==> config.mk <==
export PLATFORM = sky130hd
export DESIGN_NAME = cig_irq_gate
export DESIGN_NICKNAME = d
export VERILOG_FILES = /design/src/rtl/cig_pkg.sv /design/src/rtl/cig_irq_gate.sv
export SDC_FILE = /design/constraint.sdc
export NUM_CORES = 1
export LEC_CHECK = 0
export BUFFER_PORTS_ARGS = -buffer_cell sky130_fd_sc_hd__buf_2
export CELL_PAD_IN_SITES_DETAIL_PLACEMENT = 1
export CELL_PAD_IN_SITES_GLOBAL_PLACEMENT = 2
export CORE_MARGIN = 2
export CORE_UTILIZATION = 31
export CTS_CLUSTER_SIZE = 40
export DETAILED_ROUTE_END_ITERATION = 10
export PLACE_DENSITY_LB_ADDON = 0.1
export SETUP_SLACK_MARGIN = 0.1
export SYNTH_ARGS = -nofsm -noshare
export SYNTH_HDL_FRONTEND = slang
export SYNTH_SLANG_ARGS = --single-unit
export TNS_END_PERCENT = 10
==> constraint.sdc <==
create_clock -name sys_clk -period 2.5 [get_ports sys_clk]
set_clock_uncertainty 0.1 [all_clocks]
set_input_delay 0.25 -clock sys_clk [delete_from_list [all_inputs] [get_ports sys_clk]]
set_output_delay 0.25 -clock sys_clk [all_outputs]
set_load 0.01 [all_outputs]
==> src/rtl/cig_pkg.sv <==
package cig_pkg;

  localparam logic [7:0] CIG_OFS_IRQ_CONTROL = 8'h00;
  localparam logic [7:0] CIG_OFS_PERIPH_ENABLE_1 = 8'h04;
  localparam logic [7:0] CIG_OFS_EDGE_SELECT = 8'h08;
  localparam logic [7:0] CIG_OFS_PIN_CHANGE_FLAGS = 8'h0c;
  localparam logic [7:0] CIG_OFS_SHADOW_W = 8'h10;
  localparam logic [7:0] CIG_OFS_SHADOW_STATUS = 8'h14;
  localparam logic [7:0] CIG_OFS_SHADOW_BANK = 8'h18;
  localparam logic [7:0] CIG_OFS_SHADOW_PTR0 = 8'h1c;
  localparam logic [7:0] CIG_OFS_SHADOW_PTR1 = 8'h20;
  localparam logic [7:0] CIG_OFS_SHADOW_PC_LATCH = 8'h24;
  localparam logic [7:0] CIG_OFS_SERVICE_STATE = 8'h28;

  localparam int CIG_BIT_GLOBAL = 7;
  localparam int CIG_BIT_PERIPH_GATE = 6;
  localparam int CIG_BIT_TIMER0_EN = 5;
  localparam int CIG_BIT_EXT_EN = 4;
  localparam int CIG_BIT_PIN_CHG_EN = 3;
  localparam int CIG_BIT_TIMER0_FLAG = 2;
  localparam int CIG_BIT_EXT_FLAG = 1;
  localparam int CIG_BIT_PIN_CHG_FLAG = 0;

  localparam int CIG_BIT_TIMEOUT = 4;
  localparam int CIG_BIT_POWERDOWN = 3;
  localparam logic [7:0] CIG_STATUS_SAVE_MASK = 8'he7;

  localparam logic [7:0] CIG_RST_IRQ_CONTROL = 8'h00;
  localparam logic [7:0] CIG_RST_PERIPH_ENABLE_1 = 8'h00;
  localparam logic [14:0] CIG_VECTOR_ADDR = 15'h0004;

  typedef struct packed {
    logic [7:0] w;
    logic [7:0] status;
    logic [4:0] bank_sel;
    logic [15:0] ptr0;
    logic [15:0] ptr1;
    logic [6:0] pc_latch;
  } cig_ctx_t;

  typedef enum logic [1:0] {
    CIG_ST_RUN = 2'b00,
    CIG_ST_ENTRY = 2'b01,
    CIG_ST_SERVICE = 2'b10
  } cig_state_t;

endpackage
==> src/rtl/cig_irq_gate.sv <==
// Implementation choices: the register addresses and register access over APB.
`timescale 1ns/1ns
module cig_irq_gate #(
  parameter int PIN_CHANGE_WIDTH = 8,
  parameter int PC_WIDTH = 15
) (
  // Clock and reset
  input wire logic sys_clk,
  input wire logic rst_b,
  // APB slave
  input wire logic psel,
  input wire logic penable,
  input wire logic pwrite,
  input wire logic [7:0] paddr,
  input wire logic [31:0] pwdata,
  output logic [31:0] prdata,
  output logic pready,
  output logic pslverr,
  // Interrupt sources
  input wire logic ext_irq_pin,
  input wire logic timer0_ovf,
  input wire logic [PIN_CHANGE_WIDTH-1:0] pin_change_event,
  input wire logic [7:0] periph_flags,
  // Processor core
  input wire cig_pkg::cig_ctx_t core_ctx,
  input wire logic [PC_WIDTH-1:0] core_pc,
  input wire logic core_return,
  output logic irq_take,
  output logic [PC_WIDTH-1:0] vector_addr,
  output logic stack_push,
  output logic [PC_WIDTH-1:0] push_pc,
  output logic stack_pop,
  output logic ctx_restore,
  output cig_pkg::cig_ctx_t restore_ctx
);
  import cig_pkg::*;

  logic [7:0] irq_control_reg;
  logic [7:0] periph_enable_reg_1;
  logic ext_edge_select;
  logic [PIN_CHANGE_WIDTH-1:0] pin_change_flag_regs;
  cig_ctx_t shadow;
  cig_state_t state;
  cig_state_t next_state;

  logic pin_sync1;
  logic pin_sync2;
  logic pin_prev;
  logic ext_edge;

  logic access;
  logic wr_en;
  logic [31:0] next_rdata;
  logic next_err;
  logic pending;
  logic take_now;
  logic pin_change_flag;
  logic [7:0] control_view;

  // Access phase completes at the edge where the registered pready is high.
  assign access = psel && penable && pready;
  assign wr_en = access && pwrite;

  // The pin is asynchronous; only the second stage feeds the edge detector.
  always_ff @(posedge sys_clk or negedge rst_b) begin
    if (!rst_b) begin
      pin_sync1 <= 1'b0;
      pin_sync2 <= 1'b0;
      pin_prev <= 1'b0;
    end else begin
      pin_sync1 <= ext_irq_pin;
      pin_sync2 <= pin_sync1;
      pin_prev <= pin_sync2;
    end
  end

  // Polarity choice picks which transition counts as the event.
  always_comb begin
    if (ext_edge_select) begin
      ext_edge = pin_sync2 && !pin_prev;
    end else begin
      ext_edge = !pin_sync2 && pin_prev;
    end
  end

  // Summary flag follows the individual flags and cannot be written.
  assign pin_change_flag = |pin_change_flag_regs;

  always_comb begin
    control_view = irq_control_reg;
    control_view[CIG_BIT_PIN_CHG_FLAG] = pin_change_flag;
  end

  // Request combines every flag with its own enable and the gates above it.
  always_comb begin
    pending = 1'b0;
    if (irq_control_reg[CIG_BIT_EXT_EN] && irq_control_reg[CIG_BIT_EXT_FLAG]) begin
      pending = 1'b1;
    end
    if (irq_control_reg[CIG_BIT_TIMER0_EN] && irq_control_reg[CIG_BIT_TIMER0_FLAG]) begin
      pending = 1'b1;
    end
    if (irq_control_reg[CIG_BIT_PIN_CHG_EN] && pin_change_flag) begin
      pending = 1'b1;
    end
    if (irq_control_reg[CIG_BIT_PERIPH_GATE] && |(periph_enable_reg_1 & periph_flags)) begin
      pending = 1'b1;
    end
  end

  // Nothing is taken until software has set the global enable.
  assign take_now = (state == CIG_ST_RUN) && irq_control_reg[CIG_BIT_GLOBAL] && pending;

  always_comb begin
    next_state = state;
    case (state)
      CIG_ST_RUN: begin
        if (take_now) begin
          next_state = CIG_ST_ENTRY;
        end
      end
      CIG_ST_ENTRY: begin
        next_state = CIG_ST_SERVICE;
      end
      CIG_ST_SERVICE: begin
        if (core_return) begin
          next_state = CIG_ST_RUN;
        end
      end
      default: begin
        next_state = CIG_ST_RUN;
      end
    endcase
  end

  always_ff @(posedge sys_clk or negedge rst_b) begin
    if (!rst_b) begin
      state <= CIG_ST_RUN;
    end else begin
      state <= next_state;
    end
  end

  // Control register: hardware sets win over a software clear in the same cycle,
  // and taking an interrupt wins over a software write of the global enable.
  always_ff @(posedge sys_clk or negedge rst_b) begin
    if (!rst_b) begin
      irq_control_reg <= CIG_RST_IRQ_CONTROL;
    end else begin
      if (wr_en && paddr == CIG_OFS_IRQ_CONTROL) begin
        irq_control_reg[7:1] <= pwdata[7:1];
      end
      if (ext_edge) begin
        irq_control_reg[CIG_BIT_EXT_FLAG] <= 1'b1;
      end
      if (timer0_ovf) begin
        irq_control_reg[CIG_BIT_TIMER0_FLAG] <= 1'b1;
      end
      if (take_now) begin
        irq_control_reg[CIG_BIT_GLOBAL] <= 1'b0;
      end else if (core_return && state == CIG_ST_SERVICE) begin
        irq_control_reg[CIG_BIT_GLOBAL] <= 1'b1;
      end
      irq_control_reg[CIG_BIT_PIN_CHG_FLAG] <= 1'b0;
    end
  end

  always_ff @(posedge sys_clk or negedge rst_b) begin
    if (!rst_b) begin
      periph_enable_reg_1 <= CIG_RST_PERIPH_ENABLE_1;
    end else if (wr_en && paddr == CIG_OFS_PERIPH_ENABLE_1) begin
      periph_enable_reg_1 <= pwdata[7:0];
    end
  end

  always_ff @(posedge sys_clk or negedge rst_b) begin
    if (!rst_b) begin
      ext_edge_select <= 1'b0;
    end else if (wr_en && paddr == CIG_OFS_EDGE_SELECT) begin
      ext_edge_select <= pwdata[0];
    end
  end

  // Writing zero clears an individual flag; a new event in that cycle survives.
  always_ff @(posedge sys_clk or negedge rst_b) begin
    if (!rst_b) begin
      pin_change_flag_regs <= '0;
    end else if (wr_en && paddr == CIG_OFS_PIN_CHANGE_FLAGS) begin
      pin_change_flag_regs <= (pin_change_flag_regs & pwdata[PIN_CHANGE_WIDTH-1:0]) | pin_change_event;
    end else begin
      pin_change_flag_regs <= pin_change_flag_regs | pin_change_event;
    end
  end

  // Shadow copies: the entry capture overrides a software write in the same cycle.
  always_ff @(posedge sys_clk or negedge rst_b) begin
    if (!rst_b) begin
      shadow <= '0;
    end else if (take_now) begin
      shadow <= core_ctx;
      shadow.status <= core_ctx.status & CIG_STATUS_SAVE_MASK;
    end else if (wr_en) begin
      if (paddr == CIG_OFS_SHADOW_W) begin
        shadow.w <= pwdata[7:0];
      end else if (paddr == CIG_OFS_SHADOW_STATUS) begin
        shadow.status <= pwdata[7:0] & CIG_STATUS_SAVE_MASK;
      end else if (paddr == CIG_OFS_SHADOW_BANK) begin
        shadow.bank_sel <= pwdata[4:0];
      end else if (paddr == CIG_OFS_SHADOW_PTR0) begin
        shadow.ptr0 <= pwdata[15:0];
      end else if (paddr == CIG_OFS_SHADOW_PTR1) begin
        shadow.ptr1 <= pwdata[15:0];
      end else if (paddr == CIG_OFS_SHADOW_PC_LATCH) begin
        shadow.pc_latch <= pwdata[6:0];
      end
    end
  end

  // Core side: every strobe is a one-cycle pulse from a flip-flop.
  always_ff @(posedge sys_clk or negedge rst_b) begin
    if (!rst_b) begin
      irq_take <= 1'b0;
      vector_addr <= '0;
      stack_push <= 1'b0;
      push_pc <= '0;
    end else begin
      irq_take <= take_now;
      stack_push <= take_now;
      if (take_now) begin
        vector_addr <= CIG_VECTOR_ADDR[PC_WIDTH-1:0];
        push_pc <= core_pc;
      end
    end
  end

  // The return strobe is honoured only inside a service routine.
  always_ff @(posedge sys_clk or negedge rst_b) begin
    if (!rst_b) begin
      stack_pop <= 1'b0;
      ctx_restore <= 1'b0;
      restore_ctx <= '0;
    end else begin
      stack_pop <= core_return && state == CIG_ST_SERVICE;
      ctx_restore <= core_return && state == CIG_ST_SERVICE;
      if (core_return && state == CIG_ST_SERVICE) begin
        restore_ctx <= shadow;
      end
    end
  end

  // Read mux and unmapped-address detection.
  always_comb begin
    next_rdata = 32'h0000_0000;
    next_err = 1'b0;
    if (paddr == CIG_OFS_IRQ_CONTROL) begin
      next_rdata[7:0] = control_view;
    end else if (paddr == CIG_OFS_PERIPH_ENABLE_1) begin
      next_rdata[7:0] = periph_enable_reg_1;
    end else if (paddr == CIG_OFS_EDGE_SELECT) begin
      next_rdata[0] = ext_edge_select;
    end else if (paddr == CIG_OFS_PIN_CHANGE_FLAGS) begin
      next_rdata[PIN_CHANGE_WIDTH-1:0] = pin_change_flag_regs;
    end else if (paddr == CIG_OFS_SHADOW_W) begin
      next_rdata[7:0] = shadow.w;
    end else if (paddr == CIG_OFS_SHADOW_STATUS) begin
      next_rdata[7:0] = shadow.status;
    end else if (paddr == CIG_OFS_SHADOW_BANK) begin
      next_rdata[4:0] = shadow.bank_sel;
    end else if (paddr == CIG_OFS_SHADOW_PTR0) begin
      next_rdata[15:0] = shadow.ptr0;
    end else if (paddr == CIG_OFS_SHADOW_PTR1) begin
      next_rdata[15:0] = shadow.ptr1;
    end else if (paddr == CIG_OFS_SHADOW_PC_LATCH) begin
      next_rdata[6:0] = shadow.pc_latch;
    end else if (paddr == CIG_OFS_SERVICE_STATE) begin
      next_rdata[1:0] = state;
    end else begin
      next_err = 1'b1;
    end
  end

  // One wait state: pready is registered high in the second access cycle, so read data is
  // sampled from a register and the decode never sits on the output path.
  always_ff @(posedge sys_clk or negedge rst_b) begin
    if (!rst_b) begin
      pready <= 1'b0;
      prdata <= 32'h0000_0000;
      pslverr <= 1'b0;
    end else begin
      pready <= psel && penable && !pready;
      if (psel && penable && !pready) begin
        prdata <= pwrite ? 32'h0000_0000 : next_rdata;
        pslverr <= next_err;
      end else begin
        prdata <= 32'h0000_0000;
        pslverr <= 1'b0;
      end
    end
  end

endmodule

* Word-level counts from Yosys, hierarchy flattened
Cells that the tools add are included.
Storage, ports and cells: register bits after elaboration 201, bits of input ports 139, word-level logic and storage cells 162
Cells by class: eq/ne operators 19, mux-type cells 68, bitwise logic cells 4, reductions and logical operators 41
Operator list (count):
- 16-bit 2-to-1 mux | 12
- 60-bit 2-to-1 mux | 2
- 8-bit 2-to-1 mux | 13
- 52-bit 2-to-1 mux | 1
- 44-bit 2-to-1 mux | 1
- 39-bit 2-to-1 mux | 1
- 8-bit by 5-bit == test with 1-bit output, second input constant | 4
- 7-bit 2-to-1 mux | 4
- 8-bit by 6-bit == test with 1-bit output, second input constant | 3
- 23-bit 2-to-1 mux | 1
- 1-bit 2-to-1 mux | 22
- 2-bit nonzero test | 9
- 1-bit logical AND | 17
- 8-bit bitwise AND | 2
- 8-bit by 4-bit == test with 1-bit output, second input constant | 2
- 8-bit bitwise OR | 2
- 8-bit OR reduction | 2
- 15-bit 2-to-1 mux | 1
- 5-bit 2-to-1 mux | 3
- 2-bit != test, second input constant | 7
- 11-bit 2-to-1 mux | 1
- 9-bit 2-to-1 mux | 1
- 8-bit by 3-bit == test with 1-bit output, second input constant | 1
- 8-bit zero test | 1
- other kinds (13) | 19

* Longest topological paths before layout
depth after elaboration 21, gate-level depth with buffers 7, depth with buffers taken out 5

* Worst setup path before layout
Ideal clock, no wire load.
kind flip-flop to flip-flop, start point reg pin_change_flag_regs[4], end point reg shadow[41] in the netlist's numbering, library setup time 132 ps, data arrival time 1794 ps, setup slack 474 ps, stages on the path, launching flop included 8, clock period less this slack 2026 ps, cell sequence dfrtp_1 -> or4_1 -> o21ai_1 -> a31oi_1 -> buf_2 -> buf_1 -> nand2_1 -> o21ai_1
On the way: word-level cells in the longest chain between the ends 7, elaborated cells on any way between the ends 11, classes of those cells eq/ne: 2; mux: 3; reduce/logical: 6
Ends and longest elaborated chain:
- start: declaration | RTL line cig_irq_gate.sv:41 | logic [PIN_CHANGE_WIDTH-1:0] pin_change_flag_regs;
- start signal: assignment | RTL line cig_irq_gate.sv:189 | pin_change_flag_regs <= (pin_change_flag_regs & pwdata[PIN_CHANGE_WIDTH-1:0]) | pin_change_event;
- start signal: assignment | RTL line cig_irq_gate.sv:191 | pin_change_flag_regs <= pin_change_flag_regs | pin_change_event;
- 8-bit OR reduction * | RTL line cig_irq_gate.sv:87 | assign pin_change_flag = |pin_change_flag_regs;
- 1-bit logical AND * | RTL line cig_irq_gate.sv:103 | if (irq_control_reg[CIG_BIT_PIN_CHG_EN] && pin_change_flag) begin
- 1-bit 2-to-1 mux * | RTL line cig_irq_gate.sv:103
- 1-bit 2-to-1 mux * | RTL line cig_irq_gate.sv:106 | if (irq_control_reg[CIG_BIT_PERIPH_GATE] && |(periph_enable_reg_1 & periph_flags)) begin
- 1-bit logical AND * | RTL line cig_irq_gate.sv:112 | assign take_now = (state == CIG_ST_RUN) && irq_control_reg[CIG_BIT_GLOBAL] && pending;
- 2-bit != test (no source line) or 2-bit nonzero test (tied branches)
- 4-bit AND reduction (no source line)
- end signal: assignment | RTL line cig_irq_gate.sv:200 | shadow <= core_ctx;
- end: declaration | RTL line cig_irq_gate.sv:42 | cig_ctx_t shadow;
Mark *: on every way between the ends. The rest lies on a longest branch, timed or not. A chain may end at the register's enable or synchronous reset.

* Worst setup path in the final report
start point reg periph_enable_reg_1[1], end point reg push_pc[10]
On the way: word-level cells in the longest chain between the ends 5
Ends and longest elaborated chain:
- start: declaration | RTL line cig_irq_gate.sv:39 | logic [7:0] periph_enable_reg_1;
- start signal: assignment | RTL line cig_irq_gate.sv:172 | periph_enable_reg_1 <= pwdata[7:0];
- 8-bit bitwise AND | RTL line cig_irq_gate.sv:106
- 8-bit OR reduction | RTL line cig_irq_gate.sv:106
- 1-bit logical AND | RTL line cig_irq_gate.sv:106
- 1-bit 2-to-1 mux | RTL line cig_irq_gate.sv:106
- 1-bit logical AND | RTL line cig_irq_gate.sv:112
- end signal: assignment | RTL line cig_irq_gate.sv:231 | push_pc <= core_pc;
- end: declaration | RTL line cig_irq_gate.sv:31 | output logic [PC_WIDTH-1:0] push_pc,
Every way passes these cells.

==> out/results.tsv <==
stage	metric	value	unit
routing	wl_per_cell	19.9	µm
worst_setup_path	ff2ff_path_depth	6	
worst_setup_path	crit_slowest_cell	o41ai_1	
worst_setup_path	critPathCaptureType	flip-flop	
routing	wirelength	30400	µm
worst_setup_path	crit_chain	a22o_1, o41ai_1, buf_4, a31oi_4, buf_12, mux2_1	
power	leakagePower	5.69	nW
min_path	whs_path_depth	3	
sta	clock.fmax	0.434	GHz
routing	via_per_inst	4.84	
die	die-height	169	µm
synth	synthAdderAreaFrac	0	%
min_path	hp-class	input port to flip-flop	
place	gp_congestion	0.866	
die	ioPinCount	267	
place	io_buffers	216	
clock_tree	clk_latency	0.44	ns
worst_setup_path	regToRegStartpoint	periph_enable_reg_1[1]	
finish	final_nets	1311	
sta	hold_ws	0.0228	ns
finish	drive_gt1_share	25.7	%
die	start_util	31.4	%
worst_setup_path	crit_type	flip-flop to flip-flop	
synth	async_reset_ff_share	100	%
worst_setup_path	r2r_slack	0.20	ns
clock_tree	numCtsBuffers	17	
synth	synth_simple_gate_area_share	17.0	%
die	core	26800	µm²
synth	synth_xor_area_share	0	%
min_path	min_from	pwdata[12]	
worst_setup_path	cp-start-kind	flip-flop	
grt	antenna_found_initial	3	
synth	syn_inst	861	
finish	nFillCells	3084	
sta	fin_crit_sh	92.2	%
synth	synth_area	8420	µm²
sta	slew_headroom	51.8	%
clock_tree	clock_sinks	181	
routing	antenna_left	0	
place	dpl_cell_area	9980	µm²
sta	drv_slew	0	
status	outcome	finished clean	
synth	synth_mux_area_share	12.4	%
grt	grt_max_degree	73	
routing	route.detailed.drc	0	
synth	synth_cell_types	57	
synth	synth_area_leaders	dfrtp_1 54%, nand2_1 11%, mux2i_1 8.1%, o21ai_1 3.7%, buf_4 3.2%	
power	ir_worst_vdd	0.000335	V
routing	dr.pass1.iters	4	
die	fp-row-count	60	
clock_tree	cts_max_level	4	
sta	worstMarginPinSlew	0.723	ns
sta	post-route-min-period	2.30	ns
grt	grt_use_total	21.8	%
place	placedCellCount	1404	
synth	yosysMostFrequentCell	nand2_1	
power	powerDensity	607	nW/µm²
finish	final_util	42.9	%
worst_setup_path	r2r_end	push_pc[10]	
synth	syn_avg_cell_area	9.78	µm²
routing	drt_iter0_drc	356	
routing	num_vias	7402	
min_path	hold_end	shadow[35]	
synth	synth_edf_count	0	
clock_tree	post_cts_resized	0	
synth	synth-seq-area-share	53.8	%
finish	design_area	11500	µm²
synth	yosys.area.top_type	dfrtp_1	
synth	synthTopCellsByCount	249 x nand2_1, 181 x dfrtp_1, 68 x mux2i_1	
synth	ys_ff_latch	181	
synth	synth_top_family_by_area	simple AND/OR/NAND/NOR gates	
grt	grt_pass1_wl	47000	µm
grt	grt.overflow.total	0	
clock_tree	clock_path_buffers	2	
flow_run	maxCapViolCount	0	
die	die_x	169	µm
worst_setup_path	startpoint	periph_enable_reg_1[1]	
worst_setup_path	max_stage_delay	0.45	ns
synth	yosys_warnings	0	
worst_setup_path	worstPathMaxFanout	62	
synth	synth_compound_area_share	11.0	%
synth	netlist.area_leader.share	53.8	%
sta	hold_violations	0	
place	place.detailed.hpwl	21400	µm
die	die-area	28500	µm²
clock_tree	root_buffer	clkbuf_16	
worst_setup_path	arrival	2.52	ns
clock_tree	clk_pin_slew_worst_paths	0.07	ns
grt	grt_pass1_vias	7864	
finish	top_regs	restore_ctx (58), shadow (58), prdata (16)	
finish	finalNonFillerCells	1529	
finish	area_growth	36.6	%
sta	finalSetupTns	0	ns
clock_tree	cts_tree	built	
sta	rsz0062_at_grt	no	
synth	synth-main-ff-cell	dfrtp_1	
worst_setup_path	cp.required	2.72	ns
sta	setup_viol	0	
cells by family (layout without fill, tap and decap cells):
| logic type | count (synthesis) | in the layout |
|---|---|---|
| AO/OA/AOI/OAI | 155 | 155 |
| other | 1 | 35 |
| buffers and inverters | 90 | 383 |
| multiplexers | 100 | 100 |
| AND/OR/NAND/NOR | 334 | 334 |
| flip-flops | 181 | 181 |
per-layer routing:
| metal | vias up | track usage (%) | part of all wire (%) |
|---|---|---|---|
| met5 | - | 0 | 0 |
| met4 | 0 | 5.13 | 1.2 |
| met3 | 22 | 3.88 | 4.3 |
| met2 | 185 | 35.7 | 48 |
| met1 | 3696 | 30.1 | 47 |
| li1 | 3499 | - | - |
report_power, final:
group | total, mW | internal [mW] | switching (mW)
combinational | 0.903 | 0.399 | 0.504
clock | 2.84 | 1.54 | 1.30
sequential | 3.24 | 3.11 | 0.126
total | 6.98 | 5.05 | 1.93
worst max-delay path by stage:
stage               cells after the start          end
finish                                  6  push_pc[10]
global route                            5  push_pc[10]
CTS                                     6  push_pc[10]
detailed placement                      6   push_pc[6]
global placement                        5  push_pc[14]
floorplan                               7   shadow[41]
layout make-up:
type / instances / area (µm²) / area share [%]
tap: 341 / 427 / 3.71
timing repair buffer: 342 / 2360 / 20.5
sequential: 181 / 4530 / 39.4
clock inverter: 13 / 164 / 1.43
clock buffer: 19 / 443 / 3.85
antenna: 3 / 7.51 / 0.0653
multi-input combinational: 621 / 3530 / 30.7
inverter: 9 / 33.8 / 0.294
cells in the final DEF, fill, tap and decap left out, types with 3 or more instances in the layout:
master and n:
a211oi_1 3, a31oi_1 4, or4_1 4, buf_12 8
clkinv_4 3, inv_8 4, a221oi_1 4, nor3_1 5
o21ai_0 24, dfrtp_1 181, clkbuf_16 17, nand2_1 249
nor2_1 31, buf_2 215, or3_1 3, nor2b_1 3
o211ai_1 3, nand2b_1 10, diode_2 3, a22oi_1 10
mux2i_1 68, o21ai_1 63, nand3_1 9, mux2_1 20
a211o_1 4, buf_4 28, a22o_1 5, conb_1 32
inv_1 8, o22ai_1 4, a21oi_1 17, dlygate4sd3_1 90
mux2_2 12
worst max-delay path, delay by kind of cell (launching register included):
family | cells | cell delay, ns
mux | 1 | 0.34
buf+inv | 2 | 0.44
compound gates | 3 | 0.83
flops | 1 | 0.44
through the flow:
| step | worst slack, ns | power [mW] |
|---|---|---|
| global route | 0.111 | 7.31 |
| global placement | 0.225 | 4.08 |
| detailed placement | 0.196 | 4.09 |
| CTS | 0.183 | 7.07 |
| finish | 0.196 | 6.98 |
| floorplan | 0.474 | 3.64 |
what timing repair did:
item                                   CTS  global route
setup buffers                            0             0
hold buffers                            90             0
endpoints found under the hold margin  144             0
(Power assumes the default switching activity.)
